==> config.mk <==
export PLATFORM = sky130hd
export DESIGN_NAME = iops_top
export DESIGN_NICKNAME = d
export VERILOG_FILES = /design/src/hw/iops_top.v /design/src/hw/iops_pin_sync.v /design/src/hw/iops_port_bits.v
export VERILOG_INCLUDE_DIRS = /design/src /design/src/hw
export SDC_FILE = /design/constraint.sdc
export NUM_CORES = 1
export LEC_CHECK = 0
export BUFFER_PORTS_ARGS = -buffer_cell sky130_fd_sc_hd__buf_2
export CAP_MARGIN = 0
export CORE_ASPECT_RATIO = 0.5
export CORE_MARGIN = 2
export CORE_UTILIZATION = 53
export CTS_BUF_LIST = sky130_fd_sc_hd__clkbuf_4 sky130_fd_sc_hd__clkbuf_8
export DETAILED_ROUTE_END_ITERATION = 6
export GPL_ROUTABILITY_DRIVEN = 0
export PLACE_DENSITY = 0.91
export SLEW_MARGIN = 15
export SYNTH_ARGS = -nofsm -noshare
export SYNTH_HDL_FRONTEND = slang
export SYNTH_SLANG_ARGS = --single-unit
export TNS_END_PERCENT = 50
==> constraint.sdc <==
create_clock -name clk_in -period 1.8 [get_ports clk_in]
set_input_delay 0.36 -clock clk_in [delete_from_list [all_inputs] [get_ports clk_in]]
set_output_delay 0.36 -clock clk_in [all_outputs]
set_load 0.01 [all_outputs]
==> src/hw/iops_defines.vh <==
// Register offsets, field positions, reset values and pin map for the I/O port steering block
`ifndef IOPS_DEFINES_VH
`define IOPS_DEFINES_VH
`define IOPS_NUM_PORTS 5
`define IOPS_PORT_W 8
`define IOPS_ADDR_W 5
// Per port p: base = p*4; +0 pin level, +1 direction, +2 latch, +3 analog select
`define IOPS_OFS_PIN 2'h0
`define IOPS_OFS_DIR 2'h1
`define IOPS_OFS_LAT 2'h2
`define IOPS_OFS_ANS 2'h3
`define IOPS_ADDR_ALTSEL 5'h14
`define IOPS_DIR_RST 8'hff
`define IOPS_LAT_RST 8'h00
`define IOPS_ANS_RST 8'hff
`define IOPS_ALTSEL_RST 8'h00
`define IOPS_ALTSEL_MASK 8'h7f
// Select bit positions
`define IOPS_SEL_CMP2 0
`define IOPS_SEL_SS 1
`define IOPS_SEL_COMPARATOR2_OUTPUT 2
`define IOPS_SEL_LNQ 3
`define IOPS_SEL_PWMB 4
`define IOPS_SEL_TGATE 5
`define IOPS_SEL_CMP3 6
// Flat pin indices: port*8 + bit (A=0,B=1,C=2,D=3,E=4)
`define IOPS_PIN_A0 6'd0
`define IOPS_PIN_A5 6'd5
`define IOPS_PIN_B3 6'd11
`define IOPS_PIN_B5 6'd13
`define IOPS_PIN_C0 6'd16
`define IOPS_PIN_C1 6'd17
`define IOPS_PIN_C4 6'd20
`define IOPS_PIN_D2 6'd26
`endif

==> src/hw/iops_top.v <==
// I/O ports with alternate pin function steering
`timescale 1ns/100ps
`include "iops_defines.vh"
module iops_top (
  input wire clk_in,
  input wire sys_rst_in,
  input wire clk_en_in,
  input wire [4:0] addr_in,
  input wire [7:0] wdata_in,
  input wire wr_in,
  input wire rd_in,
  output reg [7:0] rdata_out,
  input wire [39:0] pin_i_in,
  output wire [39:0] pin_o_out,
  output wire [39:0] pin_oe_out,
  input wire pwm_b_en_in,
  input wire pwm_b_output_in,
  input wire cmp2_en_in,
  input wire cmp2_output_in,
  input wire cmp3_en_in,
  input wire cmp3_output_in,
  input wire latch_inv_en_in,
  input wire latch_inverted_output_in,
  input wire comparator2_en_in,
  input wire comparator2_output_in,
  output wire slave_select_n_out,
  output wire timer_gate_input_out,
  output wire cmp2_capture_out,
  output wire cmp3_capture_out,
  output wire [7:0] alt_pin_function_select_out
);
  localparam W = `IOPS_NUM_PORTS * `IOPS_PORT_W;

  // Flat views of the per-port banks, bit = port*8 + pin
  wire [W-1:0] dir_all;
  wire [W-1:0] lat_all;
  wire [W-1:0] ans_all;
  reg [7:0] rdata_next;
  reg [7:0] alt_pin_function_select;
  reg [W-1:0] ovr_en;
  reg [W-1:0] ovr_val;
  wire [W-1:0] pin_sync;
  wire [W-1:0] dig_in;
  wire [2:0] port_idx;
  wire [1:0] reg_sel;
  wire port_hit;

  assign port_idx = addr_in[4:2];
  assign reg_sel = addr_in[1:0];
  // Ports A..E occupy 0x00..0x13
  assign port_hit = (port_idx < 3'd5);

  // Select bits; each note gives the pin for one / for zero
  // Capture/compare 2: B3 / C1
  wire cmp2_pin_choice = alt_pin_function_select[`IOPS_SEL_CMP2];
  // Slave select input: A0 / A5
  wire slave_select_pin_choice = alt_pin_function_select[`IOPS_SEL_SS];
  // Comparator 2 output: A0 / A5
  wire comparator2_out_pin_choice = alt_pin_function_select[`IOPS_SEL_COMPARATOR2_OUTPUT];
  // Latch inverted output: A0 / A5
  wire latch_inv_out_pin_choice = alt_pin_function_select[`IOPS_SEL_LNQ];
  // PWM B output: B5 / C0
  wire pwm_b_pin_choice = alt_pin_function_select[`IOPS_SEL_PWMB];
  // Timer gate input: C4 / B5
  wire timer_gate_pin_choice = alt_pin_function_select[`IOPS_SEL_TGATE];
  // Capture/compare 3: B5 / C0
  wire cmp3_pin_choice = alt_pin_function_select[`IOPS_SEL_CMP3];

  // Per-port register banks; each port decodes its own base address
  genvar p;
  generate
    for (p = 0; p < `IOPS_NUM_PORTS; p = p + 1) begin : g_port
      reg [7:0] dir_reg;
      reg [7:0] lat_reg;
      reg [7:0] ans_reg;
      wire port_wr = clk_en_in && wr_in && ({29'h0, port_idx} == p);
      always @(posedge clk_in) begin
        if (sys_rst_in) begin
          dir_reg <= `IOPS_DIR_RST;
          lat_reg <= `IOPS_LAT_RST;
          ans_reg <= `IOPS_ANS_RST;
        end else if (port_wr) begin
          case (reg_sel)
            `IOPS_OFS_PIN, `IOPS_OFS_LAT: begin
              // No read-modify-write: pin-level writes land in the latch
              lat_reg <= wdata_in;
            end
            `IOPS_OFS_DIR: begin
              dir_reg <= wdata_in;
            end
            default: begin
              ans_reg <= wdata_in;
            end
          endcase
        end
      end
      assign dir_all[p*8 +: 8] = dir_reg;
      assign lat_all[p*8 +: 8] = lat_reg;
      assign ans_all[p*8 +: 8] = ans_reg;
    end
  endgenerate

  // Steering register; it never touches any direction bit
  always @(posedge clk_in) begin
    if (sys_rst_in) begin
      alt_pin_function_select <= `IOPS_ALTSEL_RST;
    end else if (clk_en_in && wr_in && addr_in == `IOPS_ADDR_ALTSEL) begin
      // Top bit is unimplemented and stays zero
      alt_pin_function_select <= wdata_in & `IOPS_ALTSEL_MASK;
    end
  end

  // Read mux. Pin levels lag the pins by two edges, so a read right
  // after a direction change may still show the old level.
  always @* begin
    rdata_next = 8'h00;
    if (rd_in && port_hit) begin
      case (reg_sel)
        `IOPS_OFS_PIN: begin
          rdata_next = dig_in[port_idx*8 +: 8];
        end
        `IOPS_OFS_DIR: begin
          rdata_next = dir_all[port_idx*8 +: 8];
        end
        `IOPS_OFS_LAT: begin
          rdata_next = lat_all[port_idx*8 +: 8];
        end
        default: begin
          rdata_next = ans_all[port_idx*8 +: 8];
        end
      endcase
    end else if (rd_in && addr_in == `IOPS_ADDR_ALTSEL) begin
      rdata_next = alt_pin_function_select;
    end
  end

  // Read data, one cycle after the strobe; zero in every other enabled cycle, held while clk_en_in is low
  always @(posedge clk_in) begin
    if (sys_rst_in) begin
      rdata_out <= 8'h00;
    end else if (clk_en_in) begin
      rdata_out <= rdata_next;
    end
  end

  // Each enabled output function is decoded onto exactly one of its two candidate pins
  wire comparator2_output_on_a0 = comparator2_en_in & comparator2_out_pin_choice;
  wire comparator2_output_on_a5 = comparator2_en_in & ~comparator2_out_pin_choice;

  wire lnq_on_a0 = latch_inv_en_in & latch_inv_out_pin_choice;
  wire lnq_on_a5 = latch_inv_en_in & ~latch_inv_out_pin_choice;

  wire pwmb_on_b5 = pwm_b_en_in & pwm_b_pin_choice;
  wire pwmb_on_c0 = pwm_b_en_in & ~pwm_b_pin_choice;

  wire cmp3_on_b5 = cmp3_en_in & cmp3_pin_choice;
  wire cmp3_on_c0 = cmp3_en_in & ~cmp3_pin_choice;

  wire cmp2_on_b3 = cmp2_en_in & cmp2_pin_choice;
  wire cmp2_on_c1 = cmp2_en_in & ~cmp2_pin_choice;

  // Per-pin owner; on a shared pin the higher-ranked peripheral wins.
  // Pins not listed keep plain port behaviour.
  always @* begin
    ovr_en = {W{1'b0}};
    ovr_val = {W{1'b0}};
    // A0 and A5: latch inverted output ranks above comparator 2
    if (lnq_on_a0) begin
      ovr_en[`IOPS_PIN_A0] = 1'b1;
      ovr_val[`IOPS_PIN_A0] = latch_inverted_output_in;
    end else if (comparator2_output_on_a0) begin
      ovr_en[`IOPS_PIN_A0] = 1'b1;
      ovr_val[`IOPS_PIN_A0] = comparator2_output_in;
    end
    if (lnq_on_a5) begin
      ovr_en[`IOPS_PIN_A5] = 1'b1;
      ovr_val[`IOPS_PIN_A5] = latch_inverted_output_in;
    end else if (comparator2_output_on_a5) begin
      ovr_en[`IOPS_PIN_A5] = 1'b1;
      ovr_val[`IOPS_PIN_A5] = comparator2_output_in;
    end
    // B5 and C0: capture/compare 3 ranks above PWM B
    if (cmp3_on_b5) begin
      ovr_en[`IOPS_PIN_B5] = 1'b1;
      ovr_val[`IOPS_PIN_B5] = cmp3_output_in;
    end else if (pwmb_on_b5) begin
      ovr_en[`IOPS_PIN_B5] = 1'b1;
      ovr_val[`IOPS_PIN_B5] = pwm_b_output_in;
    end
    if (cmp3_on_c0) begin
      ovr_en[`IOPS_PIN_C0] = 1'b1;
      ovr_val[`IOPS_PIN_C0] = cmp3_output_in;
    end else if (pwmb_on_c0) begin
      ovr_en[`IOPS_PIN_C0] = 1'b1;
      ovr_val[`IOPS_PIN_C0] = pwm_b_output_in;
    end
    // B3 and C1 carry only capture/compare 2
    if (cmp2_on_b3) begin
      ovr_en[`IOPS_PIN_B3] = 1'b1;
      ovr_val[`IOPS_PIN_B3] = cmp2_output_in;
    end
    if (cmp2_on_c1) begin
      ovr_en[`IOPS_PIN_C1] = 1'b1;
      ovr_val[`IOPS_PIN_C1] = cmp2_output_in;
    end
  end

  iops_pin_sync #(
    .W(W)
  ) iops_pin_sync_inst (
    .clk_in(clk_in),
    .sys_rst_in(sys_rst_in),
    .clk_en_in(clk_en_in),
    .async_in(pin_i_in),
    .sync_out(pin_sync)
  );

  // Overrides drive as outputs; direction register keeps its value
  iops_port_bits #(
    .W(W)
  ) iops_port_bits_inst (
    .dir_in(dir_all),
    .lat_in(lat_all),
    .ans_in(ans_all),
    .ovr_en_in(ovr_en),
    .ovr_val_in(ovr_val),
    .ovr_oe_in(ovr_en),
    .pin_sync_in(pin_sync),
    .pin_o_out(pin_o_out),
    .pin_oe_out(pin_oe_out),
    .dig_in_out(dig_in)
  );

  // Relocated inputs, registered so they leave the block as data outputs
  reg ss_n_reg;
  reg tgate_reg;
  reg cap2_reg;
  reg cap3_reg;
  always @(posedge clk_in) begin
    if (sys_rst_in) begin
      // Slave select rests at its idle, deselected level
      ss_n_reg <= 1'b1;
      tgate_reg <= 1'b0;
      cap2_reg <= 1'b0;
      cap3_reg <= 1'b0;
    end else if (clk_en_in) begin
      // Each input reads only its chosen pin
      ss_n_reg <= slave_select_pin_choice ? dig_in[`IOPS_PIN_A0] : dig_in[`IOPS_PIN_A5];
      // Timer gate: zero picks port B, one picks port C; both captures: one picks port B, zero picks port C
      tgate_reg <= timer_gate_pin_choice ? dig_in[`IOPS_PIN_C4] : dig_in[`IOPS_PIN_B5];
      cap2_reg <= cmp2_pin_choice ? dig_in[`IOPS_PIN_B3] : dig_in[`IOPS_PIN_C1];
      cap3_reg <= cmp3_pin_choice ? dig_in[`IOPS_PIN_B5] : dig_in[`IOPS_PIN_C0];
    end
  end

  assign slave_select_n_out = ss_n_reg;
  assign timer_gate_input_out = tgate_reg;
  assign cmp2_capture_out = cap2_reg;
  assign cmp3_capture_out = cap3_reg;
  assign alt_pin_function_select_out = alt_pin_function_select;
endmodule // iops_top

==> src/hw/iops_pin_sync.v <==
// Two-flop synchroniser for the raw pin levels
`timescale 1ns/100ps
module iops_pin_sync #(
  parameter W = 40
) (
  input wire clk_in,
  input wire sys_rst_in,
  input wire clk_en_in,
  input wire [W-1:0] async_in,
  output wire [W-1:0] sync_out
);
  reg [W-1:0] meta_reg;
  reg [W-1:0] sync_reg;
  always @(posedge clk_in) begin
    if (sys_rst_in) begin
      meta_reg <= {W{1'b0}};
      sync_reg <= {W{1'b0}};
    end else if (clk_en_in) begin
      meta_reg <= async_in;
      sync_reg <= meta_reg;
    end
  end
  assign sync_out = sync_reg;
endmodule // iops_pin_sync

==> src/hw/iops_port_bits.v <==
// Per-bit pin driver and digital input gating for all ports
`timescale 1ns/100ps
`include "iops_defines.vh"
module iops_port_bits #(
  parameter W = 40
) (
  input wire [W-1:0] dir_in,
  input wire [W-1:0] lat_in,
  input wire [W-1:0] ans_in,
  input wire [W-1:0] ovr_en_in,
  input wire [W-1:0] ovr_val_in,
  input wire [W-1:0] ovr_oe_in,
  input wire [W-1:0] pin_sync_in,
  output wire [W-1:0] pin_o_out,
  output wire [W-1:0] pin_oe_out,
  output wire [W-1:0] dig_in_out
);
  genvar i;
  generate
    for (i = 0; i < W; i = i + 1) begin : g_bit
      // Direction 1 = input, driver off; 0 drives latch
      // Enabled peripheral takes the pin
      assign pin_o_out[i] = ovr_en_in[i] ? ovr_val_in[i] : lat_in[i];
      assign pin_oe_out[i] = ovr_en_in[i] ? ovr_oe_in[i] : ~dir_in[i];
      // Analog select blocks the digital buffer
      assign dig_in_out[i] = pin_sync_in[i] & ~ans_in[i];
    end
  endgenerate
endmodule // iops_port_bits

* Word-level counts from Yosys, hierarchy flattened
Index checks and enable logic that the tools add are counted.
Operators by class: reduce and logical (&&, ||, !) cells 28, shifts and indexed selects 4, muxes and demuxes 39, order comparisons 1, equality and inequality tests 7, bitwise logic cells 136
Operators with widths (count):
- $shiftx A40 B7 Y8 | 4
- $not A1 Y1 | 86
- $and A1 B1 Y1 | 50
- $mux W1 | 36
- $reduce_and A2 Y1 | 15
- $pmux W8 S3 | 1
- $logic_and A1 B1 Y1 | 9
- $mux W8 | 1
- $mux W7 | 1
- $eq A3 B2 Y1 const B | 2
- $eq A5 B5 Y1 const B | 1
- $eq A3 B1 Y1 const B | 1
- $eq A3 B3 Y1 const B | 1
- $logic_not A3 Y1 | 1
- $lt A3 B3 Y1 const B | 1
- $reduce_or A3 Y1 | 1
- $eq A2 B1 Y1 const B | 1
- $eq A2 B2 Y1 const B | 1
- $logic_not A2 Y1 | 1
- $reduce_or A2 Y1 | 1
Word-level totals: output and inout bits 100, register bits after elaboration 219

* Logic depth before layout (Yosys ltp)
depth in word-level cells 5, gate-level depth with buffers 8

* By module
Synthesis repeated with hierarchy kept, for this count alone.
Unflattened totals: cell total of the unflattened synthesis 1161, area total of the unflattened synthesis 11232.0 µm²
By module, submodules not included:
- iops_top | instances 1, sequential area each 2782.7 µm², cells each 743, area an instance 7161.9 µm²
- iops_pin_sync | instances 1, sequential area each 1601.5 µm², cells each 258, area an instance 2869.0 µm²
- iops_port_bits | instances 1, sequential area each 0.0 µm², cells each 160, area an instance 1201.2 µm²

* Worst setup path after synthesis
OpenSTA, ideal clock, no wires.
path kind input -> register, start input port addr_in[0], end register rdata_out[3], cell stages on the path 6, arrival 1.666 ns, buffers on the path 2, setup slack 0.013 ns, cell sequence buf_6 buf_12 mux4_1 a22oi_1 a21oi_1 a221o_1
Between the ends: cells in the longest elaborated chain, start to end 4, elaborated cells between the ends (all ways) 8
Ends and longest elaborated chain:
- from (decl) | line iops_top.v:8 | input wire [4:0] addr_in,
- $eq A5 B5 Y1 (no line)
- $logic_and A1 B1 Y1 (no line)
- $mux W7 | line iops_top.v:132 | end else if (rd_in && addr_in == `IOPS_ADDR_ALTSEL) begin
- $mux W8 (*) | line iops_top.v:117 | if (rd_in && port_hit) begin
- to (signal assigned) | line iops_top.v:142 | rdata_out <= rdata_next;
- to (decl) | line iops_top.v:12 | output reg [7:0] rdata_out,
Mark *: on every way between the ends. The rest lies on a longest branch, timed or not. A chain may end at the register's enable or synchronous reset.

* Worst setup path after layout
start register iops_pin_sync_inst.sync_reg[25], in the netlist iops_pin_sync_inst.sync_out[25], end register rdata_out[1]
Between the ends: cells in the longest elaborated chain, start to end 4
Ends and longest elaborated chain:
- from (decl) | line iops_pin_sync.v:13 | reg [W-1:0] sync_reg;
- from (signal assigned) | line iops_pin_sync.v:17 | sync_reg <= {W{1'b0}};
- from (signal assigned) | line iops_pin_sync.v:20 | sync_reg <= meta_reg;
- $and A1 B1 Y1 | line iops_port_bits.v:26 | assign dig_in_out[i] = pin_sync_in[i] & ~ans_in[i];
- $shiftx A40 B7 Y8 | line iops_top.v:120 | rdata_next = dig_in[port_idx*8 +: 8];
- $pmux W8 S3 | line iops_top.v:118 | case (reg_sel)
- $mux W8 | line iops_top.v:117
No other way between the ends.

==> impl_metrics.json <==
{
  "clockRootBuffer": "clkbuf_8",
  "path_class": "reg2reg",
  "ys.flop_type": "dfxtp_1",
  "leakagePower_uw": 0.00548,
  "worst_pin_slew_ns": 0.815,
  "cpMaxStageDelayCell": "a221oi_2",
  "power_density_mw_per_mm2": 831,
  "hp-class": "in2reg",
  "n_antenna_cell": 0,
  "grt_pass1_vias": 8855,
  "clock_latency_ns": 0.58,
  "grt_use_total": 0.313,
  "final_common_cell": "dfxtp_1",
  "rows": 35,
  "hpwl_um": 20800,
  "rsz0062_at_grt": "yes",
  "grt_overflow": 0,
  "skew_ns": 0.0154,
  "start_util": 0.539,
  "dr.pass1.iters": 6,
  "critPathMaxStageDelay_ns": 0.49,
  "finalCritPeriodShare": 1.15,
  "avgSynthCellArea_um2": 9.73,
  "wl_per_cell_um": 23.0,
  "die-area_mm2": 0.0198,
  "htree_levels": 1,
  "yosysWarnings": 0,
  "crit_end": "rdata_out[1]$_SDFFE_PP0P_",
  "die_h_um": 100,
  "postPlaceCellArea_mm2": 0.0112,
  "clock-sinks": 219,
  "reg2reg_depth": 5,
  "max_freq_ghz": 0.482,
  "ys_async_sr_fraction": 0,
  "utilization": 0.653,
  "vias_per_cell": 6.38,
  "status": "complete, but fails checks",
  "synthToLayoutAreaGrowth_pct": 21.2,
  "clk_pin_slew_ns": 0.08,
  "arrival_ns": 2.55,
  "r2r-end": "rdata_out[1]$_SDFFE_PP0P_",
  "reg2reg_from": "iops_pin_sync_inst.sync_out[25]$_SDFFE_PP0P_",
  "dp_slack_ns": -0.235,
  "layout_setup_ws_ns": -0.273,
  "num_vias": 9213,
  "relSlewSlack": 0.456,
  "critPathBufInv": 0,
  "drc": 0,
  "ant_nets": 0,
  "ir_drop_v": 0.000557,
  "cp.depth": 5,
  "nFillCells": 1209,
  "die_w_um": 197,
  "cp_data_required_time_ns": 2.28,
  "holdBufCountCts": 0,
  "io_buffers": 166,
  "io_pins": 168,
  "cp-end-kind": "flop",
  "setup_viol": 9,
  "drt-initial-drc-count": 1158,
  "min_period_ns": 2.07,
  "clockBufferDepth": 3,
  "synth_area_leaders": "dfxtp_1 44%, mux2i_1 19%, nor2_1 5.2%",
  "cts_made_buffers": 31,
  "startpoint_type": "flop",
  "fin_area_mm2": 0.0119,
  "synth-edff-count": 0,
  "crit_start": "iops_pin_sync_inst.sync_out[25]$_SDFFE_PP0P_",
  "core_area_mm2": 0.0183,
  "regToRegSetupSlack_ns": -0.27,
  "syn_inst": 1013,
  "maxSlewViolCount": 0,
  "ys_seq_elements": 219,
  "fin_nets": 1254,
  "syn_nets": 1081,
  "ys_types": 48,
  "cp_top_family": "simple AND/OR/NAND/NOR gates",
  "totalWireLength_um": 33300,
  "antenna_found_initial": 1,
  "grt_pass1_wl_um": 48300,
  "violations": "setup timing",
  "drive_gt1_frac": 0.281,
  "synth.top_cell.area_share": 0.445,
  "seq_area_frac_synth": 0.445,
  "synth_top_cell_by_area": "dfxtp_1",
  "synthesis.area_mm2": 0.00986,
  "hold_violations": 0,
  "cap_violations": 0,
  "cts_tree": "built",
  "layout_common_cells": "215 x dfxtp_1, 189 x mux2i_1, 163 x buf_2",
  "crit_chain": "or3b_1 > a221oi_2 > a31oi_1 > and3_1 > nor4_2",
  "crit_fanout": 2,
  "grt_max_degree": 86
}
through the flow:
| step | cells | hold WS (ns) | power [uW] | setup TNS (ns) |
|---|---|---|---|---|
| after global routing | 1444 | 0.0222 | 10200 | -0.884 |
| after global placement | 1390 | 0.464 | 6010 | -4.90 |
| after detailed placement | 1390 | 0.455 | 6050 | -8.62 |
| after CTS | 1444 | 0.0212 | 9830 | -0.115 |
| after floorplan | 1013 | 0.451 | 5680 | 0 |
| final | 1444 | 0.0233 | 9930 | -0.698 |
cells in the mapped netlist (2+ instances only):
library cell,instances
a211oi_1,6
a21oi_1,29
a221o_1,4
a221oi_1,14
a22o_1,2
a22oi_1,9
a31oi_1,3
buf_1,3
buf_2,25
buf_4,21
clkbuf_1,39
dfxtp_1,219
inv_1,39
mux2_2,2
mux2i_1,189
mux4_1,10
mux4_2,17
nand2_1,111
nand2b_1,2
nand3_1,8
nor2_1,137
nor2_2,8
nor2_4,5
nor2b_1,38
nor3b_1,4
o211ai_1,28
o21ai_0,19
o221ai_1,2
tightest hold or removal path, cell delays in order:
cell     delay, ns
buf_2         0.08
mux2i_1       0.06
nor2_1        0.07
worst min-delay path by stage:
stage	start	endpoint	slack, ns	depth (start not counted)
after floorplan	iops_pin_sync_inst.sync_out[25]$_SDFFE_PP0P_	iops_pin_sync_inst.sync_out[25]$_SDFFE_PP0P_	0.45	2
after global placement	slave_select_n_out$_SDFFE_PP1P_	slave_select_n_out$_SDFFE_PP1P_	0.46	2
after detailed placement	slave_select_n_out$_SDFFE_PP1P_	slave_select_n_out$_SDFFE_PP1P_	0.45	2
after CTS	pin_i_in[20]	iops_pin_sync_inst.meta_reg[20]$_SDFFE_PP0P_	0.02	3
after global routing	pin_i_in[39]	iops_pin_sync_inst.meta_reg[39]$_SDFFE_PP0P_	0.02	3
final	pin_i_in[39]	iops_pin_sync_inst.meta_reg[39]$_SDFFE_PP0P_	0.02	3
cell type report:
type                       instances  area (um^2)  area share
clock inverter                     5         27.5     0.00230
multi-input combinational        665         4930       0.413
tap                              240          300      0.0251
clock buffer                      46          577      0.0483
timing repair buffer             230         1570       0.132
inverter                          39          146      0.0123
sequential                       219         4390       0.368
report_power, final:
group	total, uW	switching [uW]	internal (uW)
combinational	987	565	422
sequential	5040	83.1	4960
clock	3910	1880	2030
total	9930	2530	7410
layer usage:
metal | GRT usage | vias to the layer above | routed length, um
met1 | 0.381 | 4277 | 12100
met4 | 0.169 | 0 | 2460
met2 | 0.489 | 822 | 14200
li1 | - | 3843 | -
met3 | 0.114 | 271 | 4480
met5 | 0 | - | 0
what timing repair did:
item                       CTS  global route
pin swaps                    2             1
setup endpoints to repair    8            13
setup buffers                3             0
gates resized for setup     17            11
cells by family after synthesis:
family / Yosys count / share of synthesized area
muxes: 218 / 0.260
AOI/OAI and AO/OA: 119 / 0.0815
and+or+nand+nor: 327 / 0.151
other: 1 / 0.000380
buffers and inverters: 129 / 0.0627
DFF: 219 / 0.445
No activity file was read; power rests on OpenSTA's default activity.
